File: config.mk
export PLATFORM = sky130hd
export DESIGN_NAME = dlc_top
export DESIGN_NICKNAME = d
export VERILOG_FILES = /design/src/design/dlc_pkg.sv /design/src/design/dlc_lock_timer.sv /design/src/design/dlc_top.sv
export SDC_FILE = /design/constraint.sdc
export NUM_CORES = 1
export LEC_CHECK = 0
export BUFFER_PORTS_ARGS = -buffer_cell sky130_fd_sc_hd__buf_2
export CAP_MARGIN = 20
export CORE_ASPECT_RATIO = 1.1
export CORE_MARGIN = 2
export CORE_UTILIZATION = 40
export DETAILED_ROUTE_END_ITERATION = 7
export SLEW_MARGIN = 20
export SYNTH_ARGS = -nofsm -noshare
export SYNTH_HDL_FRONTEND = slang
export SYNTH_SLANG_ARGS = --single-unit
File: constraint.sdc
create_clock -name i_clk -period 2.68 [get_ports i_clk]
set_input_delay 0 -clock i_clk [delete_from_list [all_inputs] [get_ports i_clk]]
set_output_delay 0 -clock i_clk [all_outputs]
set_load 0.005 [all_outputs]
File: src/design/dlc_pkg.sv
package dlc_pkg;

  // Register byte offsets
  localparam logic [7:0] ADDR_CLOCK_SELECT_DIVIDE = 8'h71;
  localparam logic [7:0] ADDR_MULTIPLY_STATUS     = 8'h72;
  localparam logic [7:0] ADDR_RESTART             = 8'h75;
  localparam logic [7:0] ADDR_IRQ_STATUS          = 8'h80;
  localparam logic [7:0] ADDR_IRQ_MASK            = 8'h81;

  // Field positions in the clock select and divide register
  localparam int RX_SEL_BIT  = 7;
  localparam int TX_SEL_BIT  = 6;
  localparam int REF_EN_BIT  = 4;
  localparam int OUT_DIV_LSB = 0;
  localparam int OUT_DIV_W   = 4;

  // Field positions in the multiply and status register
  localparam int LOCK_BIT     = 7;
  localparam int POST_DIV_LSB = 5;
  localparam int POST_DIV_W   = 2;
  localparam int MULT_LSB     = 0;
  localparam int MULT_W       = 5;
  localparam int MP_W         = 7;

  // Field position in the restart register
  localparam int RESTART_BIT = 3;

  // Interrupt status and mask bits
  localparam int IRQ_LOCK_GAINED = 0;
  localparam int IRQ_LOCK_LOST   = 1;
  localparam int IRQ_RESTART     = 2;
  localparam int IRQ_BAD_DIVIDE  = 3;
  localparam int IRQ_STALE       = 4;
  localparam int IRQ_W           = 5;

  // Reset values
  localparam logic [7:0]       SEL_DIV_RESET     = 8'h01;
  localparam logic [MP_W-1:0]  MULT_POST_RESET   = 7'h00;
  localparam logic             RESTART_RESET     = 1'b0;
  localparam logic [IRQ_W-1:0] IRQ_MASK_RESET    = 5'h00;
  localparam logic [3:0]       OUT_RATIO_RESET   = 4'h1;
  localparam logic [2:0]       POST_RATIO_RESET  = 3'h1;
  localparam logic [5:0]       MULT_FACTOR_RESET = 6'h01;

  // Reference edges counted before lock is reported
  localparam int LOCK_REF_EDGES = 64;

  typedef enum logic [2:0] {
    DLC_HELD    = 3'b001,
    DLC_ACQUIRE = 3'b010,
    DLC_LOCKED  = 3'b100
  } dlc_loop_state_t;

  // Output divide code: 1..6 and 8 are legal, ratio equals code
  function automatic logic dlc_div_valid(input logic [3:0] code);
    case (code)
      4'h1, 4'h2, 4'h3, 4'h4, 4'h5, 4'h6, 4'h8: dlc_div_valid = 1'b1;
      default:                                  dlc_div_valid = 1'b0;
    endcase
  endfunction : dlc_div_valid

  // Post divider ratio: 00 and 01 bypass
  function automatic logic [2:0] dlc_post_ratio(input logic [1:0] code);
    case (code)
      2'h2:    dlc_post_ratio = 3'h2;
      2'h3:    dlc_post_ratio = 3'h4;
      default: dlc_post_ratio = 3'h1;
    endcase
  endfunction : dlc_post_ratio

  // Multiplication factor is code plus one
  function automatic logic [5:0] dlc_mult_factor(input logic [4:0] code);
    dlc_mult_factor = {1'b0, code} + 6'h01;
  endfunction : dlc_mult_factor

endpackage : dlc_pkg

File: src/design/dlc_lock_timer.sv
`timescale 1ns/10ps
module dlc_lock_timer #(
  parameter int EDGES = 64
) (
  input  wire logic i_clk,
  input  wire logic i_reset,
  input  wire logic i_clear,
  input  wire logic i_tick,
  output logic      o_done
);

  localparam int CW = $clog2(EDGES + 1);
  localparam logic [CW-1:0] LAST = CW'(EDGES - 1);

  typedef struct packed {
    logic [CW-1:0] count;
    logic          done;
  } dlc_timer_t;

  dlc_timer_t q;
  dlc_timer_t d;

  // Count qualifying reference edges; saturate once done
  always_comb begin
    d = q;
    if (i_clear) begin
      d = '0;
    end else if (i_tick && !q.done) begin
      if (q.count == LAST) begin
        d.done = 1'b1;
      end
      d.count = q.count + CW'(1);
    end
  end

  // State register
  always_ff @(posedge i_clk) begin
    if (i_reset) begin
      q <= '0;
    end else begin
      q <= d;
    end
  end

  assign o_done = q.done;

endmodule : dlc_lock_timer

File: src/design/dlc_top.sv
// Chosen here: the strobed register port.
`timescale 1ns/10ps
// Summary of operation
// RULE_01: Four-bit output divide code gives ratios 1..6 and 8; other codes invalid.
// RULE_02: Bit 7 of the multiply register reads one once the loop has locked.
// RULE_03: Post divider bits 6:5: 00/01 bypass, 10 divides by two, 11 by four.
// RULE_04: Multiply bits 4:0 set the factor to code plus one, 1 to 32.
// RULE_05: A zero-to-one edge on restart bit 3 restarts the loop; software supplies it.
// RULE_06: Software writes zero to all restart register bits except bit 3.
// RULE_07: Bit 7 picks the loop for the receive clock, bit 6 for transmit.
// RULE_08: Bit 4 gates the reference into the loop; cleared means no reference.
// RULE_09: Lock reads zero while held or after restart until lock is regained.
module dlc_top #(
  parameter int LOCK_REF_EDGES = dlc_pkg::LOCK_REF_EDGES
) (
  input  wire logic       i_clk,
  input  wire logic       i_reset,
  input  wire logic [7:0] i_addr,
  input  wire logic [7:0] i_wr_data,
  input  wire logic       i_wr_en,
  input  wire logic       i_rd_en,
  input  wire logic       i_ref_clk,
  output logic      [7:0] o_rd_data,
  output logic            o_rx_clk_from_loop,
  output logic            o_tx_clk_from_loop,
  output logic            o_loop_ref_enable,
  output logic            o_loop_run,
  output logic            o_loop_restart,
  output logic      [3:0] o_out_divide_ratio,
  output logic            o_out_divide_valid,
  output logic      [2:0] o_post_divide_ratio,
  output logic      [5:0] o_mult_factor,
  output logic            o_loop_locked,
  output logic            o_irq
);

  // Every register of the block except the lock timer's in one packed struct
  typedef struct packed {
    logic [7:0]                  sel_div;
    logic [dlc_pkg::MP_W-1:0]    mult_post;
    logic                        restart_bit;
    dlc_pkg::dlc_loop_state_t    loop;
    logic                        ref_prev;
    logic [dlc_pkg::IRQ_W-1:0]   irq_status;
    logic [dlc_pkg::IRQ_W-1:0]   irq_mask;
    logic [7:0]                  rd_data;
    logic                        restart_pulse;
    logic [3:0]                  out_ratio;
    logic                        out_valid;
    logic [2:0]                  post_ratio;
    logic [5:0]                  mult;
  } dlc_state_t;

  // Registered copy and its next value
  dlc_state_t q;
  dlc_state_t d;

  // Decoded strobes and loop control terms
  logic                      wr_sel_div;
  logic                      wr_mult;
  logic                      wr_restart;
  logic                      wr_irq_mask;
  logic                      rd_irq_status;
  logic                      wr_div_ok;
  logic                      ref_rise;
  logic                      ref_gated;
  logic                      timer_clear;
  logic                      timer_tick;
  logic                      timer_done;
  logic                      restart_edge;
  logic                      settings_moved;
  logic [dlc_pkg::IRQ_W-1:0] events;
  logic [7:0]                rd_value;
  logic                      loop_locked;

  // Field pickers for the settings registers; the divide picker serves decode, compare and apply, the other two apply only
  function automatic logic [dlc_pkg::OUT_DIV_W-1:0] div_field(input logic [7:0] r);
    div_field = r[dlc_pkg::OUT_DIV_LSB +: dlc_pkg::OUT_DIV_W];
  endfunction : div_field

  // Post divider code out of the multiply register image
  function automatic logic [dlc_pkg::POST_DIV_W-1:0] post_field(
    input logic [dlc_pkg::MP_W-1:0] r
  );
    post_field = r[dlc_pkg::POST_DIV_LSB +: dlc_pkg::POST_DIV_W];
  endfunction : post_field

  // Multiplication code out of the multiply register image
  function automatic logic [dlc_pkg::MULT_W-1:0] mult_field(
    input logic [dlc_pkg::MP_W-1:0] r
  );
    mult_field = r[dlc_pkg::MULT_LSB +: dlc_pkg::MULT_W];
  endfunction : mult_field

  // Address decode; strobes never overlap so no arbitration
  assign wr_sel_div    = i_wr_en && (i_addr == dlc_pkg::ADDR_CLOCK_SELECT_DIVIDE);
  assign wr_mult       = i_wr_en && (i_addr == dlc_pkg::ADDR_MULTIPLY_STATUS);
  assign wr_restart    = i_wr_en && (i_addr == dlc_pkg::ADDR_RESTART);
  assign wr_irq_mask   = i_wr_en && (i_addr == dlc_pkg::ADDR_IRQ_MASK);
  assign rd_irq_status = i_rd_en && (i_addr == dlc_pkg::ADDR_IRQ_STATUS);

  // Validity of a divide code being written now
  // Flagged at write time so software hears of it before any restart
  assign wr_div_ok = dlc_pkg::dlc_div_valid(
    div_field(i_wr_data)); // RULE_01

  // Restart is edge triggered: rewriting one while already one does nothing
  assign restart_edge = wr_restart && i_wr_data[dlc_pkg::RESTART_BIT]
                        && !q.restart_bit; // RULE_05

  // Reference pin is synchronous; rising edges only reach the loop when gated on
  // Previous level resets low; harmless, as the loop is held after reset
  assign ref_rise  = i_ref_clk && !q.ref_prev;
  assign ref_gated = q.sel_div[dlc_pkg::REF_EN_BIT]; // RULE_08

  // Loop only progresses toward lock with a reference and a legal divide
  assign timer_tick  = ref_rise && ref_gated && q.out_valid; // RULE_08
  assign timer_clear = (q.loop != dlc_pkg::DLC_ACQUIRE); // RULE_09

  // Loop settings edited after a restart are not applied until the next one
  // Nothing is latched here; the stale event only tells software to restart
  always_comb begin
    settings_moved = 1'b0;
    if (q.loop != dlc_pkg::DLC_HELD) begin
      if (wr_sel_div
          && (div_field(i_wr_data) != div_field(q.sel_div))) begin
        settings_moved = 1'b1;
      end
      if (wr_mult && (i_wr_data[dlc_pkg::MP_W-1:0] != q.mult_post)) begin
        settings_moved = 1'b1;
      end
    end
  end

  // Lock flag decoded once for the status read and the pin
  assign loop_locked = (q.loop == dlc_pkg::DLC_LOCKED); // RULE_02

  // Read multiplexer; unmapped offsets read as zero
  // Status reads show the value from before their own clear
  always_comb begin
    case (i_addr)
      dlc_pkg::ADDR_CLOCK_SELECT_DIVIDE: begin
        rd_value = q.sel_div;
      end
      dlc_pkg::ADDR_MULTIPLY_STATUS: begin
        rd_value = {loop_locked, q.mult_post}; // RULE_02
      end
      dlc_pkg::ADDR_RESTART: begin
        rd_value = {4'h0, q.restart_bit, 3'h0}; // RULE_06
      end
      dlc_pkg::ADDR_IRQ_STATUS: begin
        rd_value = {3'h0, q.irq_status};
      end
      dlc_pkg::ADDR_IRQ_MASK: begin
        rd_value = {3'h0, q.irq_mask};
      end
      default: begin
        rd_value = 8'h00;
      end
    endcase
  end

  // Next state of the whole block
  // Defaults hold every register but ref_prev, which samples the reference pin; pulses and read data fall back to zero
  always_comb begin
    d                = q;
    events           = '0;
    d.restart_pulse  = 1'b0;
    d.ref_prev       = i_ref_clk;
    d.rd_data        = i_rd_en ? rd_value : 8'h00;

    // Clock select, reference gate and output divide code
    if (wr_sel_div) begin
      d.sel_div = i_wr_data; // RULE_07
      if (!wr_div_ok) begin
        events[dlc_pkg::IRQ_BAD_DIVIDE] = 1'b1; // RULE_01
      end
    end

    // Lock bit is read only; only the low seven bits take the write
    // Writes while the loop runs are stored but not applied; a changed value raises the stale event
    if (wr_mult) begin
      d.mult_post = i_wr_data[dlc_pkg::MP_W-1:0]; // RULE_02
    end

    // Only the restart bit is kept; the other bits are expected zero
    if (wr_restart) begin
      d.restart_bit = i_wr_data[dlc_pkg::RESTART_BIT]; // RULE_06
    end

    // Mask register, same layout as status
    if (wr_irq_mask) begin
      d.irq_mask = i_wr_data[dlc_pkg::IRQ_W-1:0];
    end

    // Latch loop settings at the restart edge
    // An invalid divide is applied as ratio zero and blocks lock
    if (restart_edge) begin
      d.restart_pulse = 1'b1; // RULE_05
      events[dlc_pkg::IRQ_RESTART] = 1'b1;
      d.out_valid  = dlc_pkg::dlc_div_valid(
        div_field(q.sel_div)); // RULE_01
      d.out_ratio  = d.out_valid ?
        div_field(q.sel_div) : 4'h0; // RULE_01
      d.post_ratio = dlc_pkg::dlc_post_ratio(
        post_field(q.mult_post)); // RULE_03
      d.mult       = dlc_pkg::dlc_mult_factor(
        mult_field(q.mult_post)); // RULE_04
    end

    // Stale settings event
    if (settings_moved) begin
      events[dlc_pkg::IRQ_STALE] = 1'b1;
    end

    // Loop state: held while the restart bit is low
    case (q.loop)
      dlc_pkg::DLC_HELD: begin
        // Only a fresh edge leaves hold; rewriting a one does nothing
        if (restart_edge) begin
          d.loop = dlc_pkg::DLC_ACQUIRE; // RULE_05
        end
      end
      dlc_pkg::DLC_ACQUIRE: begin
        if (!d.restart_bit) begin
          d.loop = dlc_pkg::DLC_HELD; // RULE_09
        end else if (timer_done && ref_gated) begin // RULE_08
          // Reference must still be gated when lock is declared
          d.loop = dlc_pkg::DLC_LOCKED; // RULE_02
          events[dlc_pkg::IRQ_LOCK_GAINED] = 1'b1;
        end
      end
      dlc_pkg::DLC_LOCKED: begin
        // Dropping the run bit wins over a lost reference
        if (!d.restart_bit) begin
          d.loop = dlc_pkg::DLC_HELD; // RULE_09
          events[dlc_pkg::IRQ_LOCK_LOST] = 1'b1;
        end else if (!ref_gated) begin
          // Losing the reference drops lock; it is regained on return
          d.loop = dlc_pkg::DLC_ACQUIRE; // RULE_08
          events[dlc_pkg::IRQ_LOCK_LOST] = 1'b1;
        end
      end
      default: begin
        d.loop = dlc_pkg::DLC_HELD;
      end
    endcase

    // Read clears status, but a same-cycle event still lands
    // Events are one-cycle strobes gathered above
    d.irq_status = (rd_irq_status ? '0 : q.irq_status) | events;
  end

  // State register
  // Synchronous reset; the divide code resets legal so a first restart can lock
  always_ff @(posedge i_clk) begin
    if (i_reset) begin
      q               <= '0;
      q.sel_div       <= dlc_pkg::SEL_DIV_RESET;
      q.mult_post     <= dlc_pkg::MULT_POST_RESET;
      q.restart_bit   <= dlc_pkg::RESTART_RESET;
      q.loop          <= dlc_pkg::DLC_HELD;
      q.irq_mask      <= dlc_pkg::IRQ_MASK_RESET;
      q.out_ratio     <= dlc_pkg::OUT_RATIO_RESET;
      q.out_valid     <= 1'b1;
      q.post_ratio    <= dlc_pkg::POST_RATIO_RESET;
      q.mult          <= dlc_pkg::MULT_FACTOR_RESET;
    end else begin
      q <= d;
    end
  end

  // Lock acquisition time measured in gated reference edges
  // Cleared outside acquisition, so every attempt counts from zero
  dlc_lock_timer #(
    .EDGES (LOCK_REF_EDGES)
  ) u_lock_timer (
    .i_clk   (i_clk),
    .i_reset (i_reset),
    .i_clear (timer_clear),
    .i_tick  (timer_tick),
    .o_done  (timer_done)
  );

  // Outputs, all straight from flops except the decoded lock flag and interrupt
  assign o_rd_data           = q.rd_data;
  assign o_rx_clk_from_loop  = q.sel_div[dlc_pkg::RX_SEL_BIT]; // RULE_07
  assign o_tx_clk_from_loop  = q.sel_div[dlc_pkg::TX_SEL_BIT]; // RULE_07
  assign o_loop_ref_enable   = ref_gated; // RULE_08

  // Loop run level and one-cycle restart pulse
  assign o_loop_run          = q.restart_bit; // RULE_05
  assign o_loop_restart      = q.restart_pulse; // RULE_05

  // Applied ratios stand until the next restart edge
  assign o_out_divide_ratio  = q.out_ratio;
  assign o_out_divide_valid  = q.out_valid;
  assign o_post_divide_ratio = q.post_ratio;
  assign o_mult_factor       = q.mult;

  // Lock flag and level interrupt
  assign o_loop_locked       = loop_locked; // RULE_09
  assign o_irq               = |(q.irq_status & q.irq_mask);

endmodule : dlc_top

==> flow_metrics.tcl <==
set metrics [dict create \
    cts_resized 0 \
    initialDrtViolationCount 129 \
    drv_cap 0 \
    synth_edf_count 0 \
    postCtsSetupRepairBufs 0 \
    fin_area_um2 3498 \
    core_um2 7515 \
    critPathArrivalTime_ns 1.99 \
    syn_nets 374 \
    mostFrequentLayoutCell "dfxtp_1" \
    ff2ff_setup_slack_ns 0.96 \
    critPathLaunch "o_loop_ref_enable" \
    yosysTopAreaCell "dfxtp_1" \
    routed_wirelength_mm 7.081 \
    fmax_ghz 0.5823 \
    wl_per_cell_um 14.60 \
    ys.flop_type "dfxtp_1" \
    hp-start "i_wr_data[1]" \
    finClkSkew_ns 0.008156 \
    status "completed" \
    die_h_um 96.90 \
    rsz0062_at_grt "false" \
    numPortBuffers 49 \
    critPathTopFamily "simple AND/OR/NAND/NOR gates" \
    rr_startpoint "o_loop_ref_enable" \
    reg2reg_to "u_lock_timer.o_done" \
    yosysSeqAreaShare 0.3892 \
    io_pins 50 \
    critical_path.slowest_cell "nor4_1" \
    crit_path_end "u_lock_timer.o_done" \
    clock-sinks 61 \
    end_kind "flop" \
    critPathLaunchType "flop" \
    numCtsBuffers 9 \
    drt_drc_violations_left 0 \
    worst_pin_slew_ns 0.8294 \
    grtUsageTotal 0.1689 \
    start_util 0.4176 \
    period_needed_ns 1.717 \
    grt_pass1_vias 2405 \
    fin_crit_sh 0.6408 \
    viasPerCell 5.153 \
    place_area_um2 3217 \
    post_synth_inst_count 351 \
    slowest_delay_ns 0.53 \
    powerDensity_nw_per_um2 532.8 \
    fp-row-count 33 \
    dp.final_hpwl_mm 5.048 \
    fp.dieW_um 88.45 \
    synthTopCellsByArea "dfxtp_1 39%, buf_4 5.3%, mux2i_1 4.8%" \
    grt_start_max_net_pins 25 \
    htreeDepth 3 \
    hp-class "in2reg" \
    fillers 774 \
    ctsHoldBuffers 7 \
    setup_viol 0 \
    grt_pass1_wl_mm 11.39 \
    vias 2499 \
    finalSetupTns_ns 0 \
    clk_path_buf_depth 2 \
    crit_type "reg2reg" \
    drtPass1Iterations 5 \
    worstRegToRegCells 4 \
    p_leak_uw 0.001391 \
    n_antenna_cell 0 \
    avgSynthCellArea_um2 8.940 \
    cts_tree "yes" \
    synth_seq_cells 61 \
    antenna_found_initial 0 \
    area_delta_synth_final_pct 11.48 \
    critPathRequiredTime_ns 2.95 \
    yosysTopAreaCellShare 0.3892 \
    hold_viol 0 \
    path_max_fanout 8 \
    nets 398 \
    final_cell_mix "61 x dfxtp_1, 49 x buf_2, 40 x nand2_1, 30 x nor2_1, 22 x a21oi_1" \
    place_congestion 0.8164 \
    synth_cell_types 55 \
    maxSlewViolCount 0 \
    slew_headroom 0.4429 \
    synth_area_um2 3138 \
    crit_cells 4 \
    antenna_left 0 \
    ys_warn_count 0 \
    grt_overflow 0 \
    clk_latency_ns 0.34 \
    ir_worst_vdd_v 0.0002662 \
    cts-root-buf "clkbuf_8" \
    crit_chain "nand4b_1 -> nor4_1 -> nand3_1 -> a21oi_1" \
    die_area_um2 8570 \
    critPathBufInv 0 \
    layout-drive-gt1-share 0.2026 \
    path_clk_slew_ns 0.07 \
    ys_async_sr_fraction 0 \
]
==> cell type report <==
cell class / instances / area (um2) / area share
multi-input combinational: 237 / 1578 / 0.4510
sequential: 61 / 1221 / 0.3491
timing repair buffer: 57 / 322.8 / 0.09227
clock buffer: 13 / 168.9 / 0.04828
tap: 105 / 131.4 / 0.03755
clock inverter: 3 / 42.54 / 0.01216
inverter: 9 / 33.78 / 0.009657
==> sequential cells by signal (all words and copies together), names as in the netlist <==
register and flops:
q 26, o_rd_data 8, u_lock_timer.q 7, o_mult_factor 6, o_out_divide_ratio 4, o_post_divide_ratio 3, o_loop_ref_enable 1, o_loop_restart 1
o_loop_run 1, o_out_divide_valid 1, o_rx_clk_from_loop 1, o_tx_clk_from_loop 1, u_lock_timer.o_done 1
==> synth_stat cells (7+ instances only) <==
cell / instances
dfxtp_1: 61
a211oi_1: 10
a21oi_1: 22
xor2_1: 10
nand3_1: 17
a22oi_1: 10
inv_1: 9
xnor2_1: 9
mux2i_1: 15
nand2_1: 40
buf_4: 22
buf_6: 7
clkbuf_1: 11
nor2_1: 30
==> worst reg2reg max path, stage by stage, from the launching register on <==
cell and delay [ns]:
dfxtp_1 0.50, nand4b_1 0.28, nor4_1 0.53, nand3_1 0.17, a21oi_1 0.16
==> worst min path at each step <==
stage / depth (start not counted) / endpoint / slack [ns]
3_3_place_gp: 2 / q[33] / 0.25
6_report: 3 / q[39] / 0.02
4_1_cts: 3 / q[39] / 0.008
2_1_floorplan: 1 / q[33] / 0.13
5_1_grt: 3 / q[39] / 0.03
3_5_place_dp: 2 / q[33] / 0.25
==> kinds of logic (layout without fill, tap and decap cells) <==
kind of cell | count (synthesis) | in the layout | share of synthesized area
mux | 16 | 16 | 0.05143
fa+ha+maj | 2 | 2 | 0.007973
flops | 61 | 61 | 0.3892
simple gates | 132 | 132 | 0.2329
compound gates | 68 | 68 | 0.1575
xor+xnor | 19 | 19 | 0.05303
buf+inv | 53 | 82 | 0.1081
==> power by group <==
part / internal [uW] / switching [uW] / leakage (uW)
clock network: 505 / 358 / 0.000106
registers: 908 / 1.01 / 0.000492
logic: 36.1 / 56.5 / 0.000793
total: 1450 / 415 / 0.00139
==> metrics by stage <==
| step | util | worst slack [ns] | hold slack (ns) | power [uW] | instances |
|---|---|---|---|---|---|
| after floorplan | - | 1.229 | 0.1282 | 977.6 | 351 |
| after global placement | 0.4281 | 0.9447 | 0.2474 | 1013 | 462 |
| after detailed placement | 0.4281 | 0.9418 | 0.2486 | 1014 | 462 |
| after global routing | 0.4655 | 0.7715 | 0.02971 | 1928 | 485 |
| final | 0.4655 | 0.9627 | 0.01938 | 1864 | 485 |
| after CTS | 0.4655 | 0.9509 | 0.007535 | 1880 | 485 |
==> metal layers <==
metal	track usage	wire length [um]	part of all wire	up-vias
met4	0.05828	89	0.013	0
li1	-	-	-	1271
met5	0	0	0	-
met2	0.2834	3490	0.49	50
met3	0.04010	368	0.052	7
met1	0.2082	3132	0.44	1171
Power figures use the tool's default switching activity.
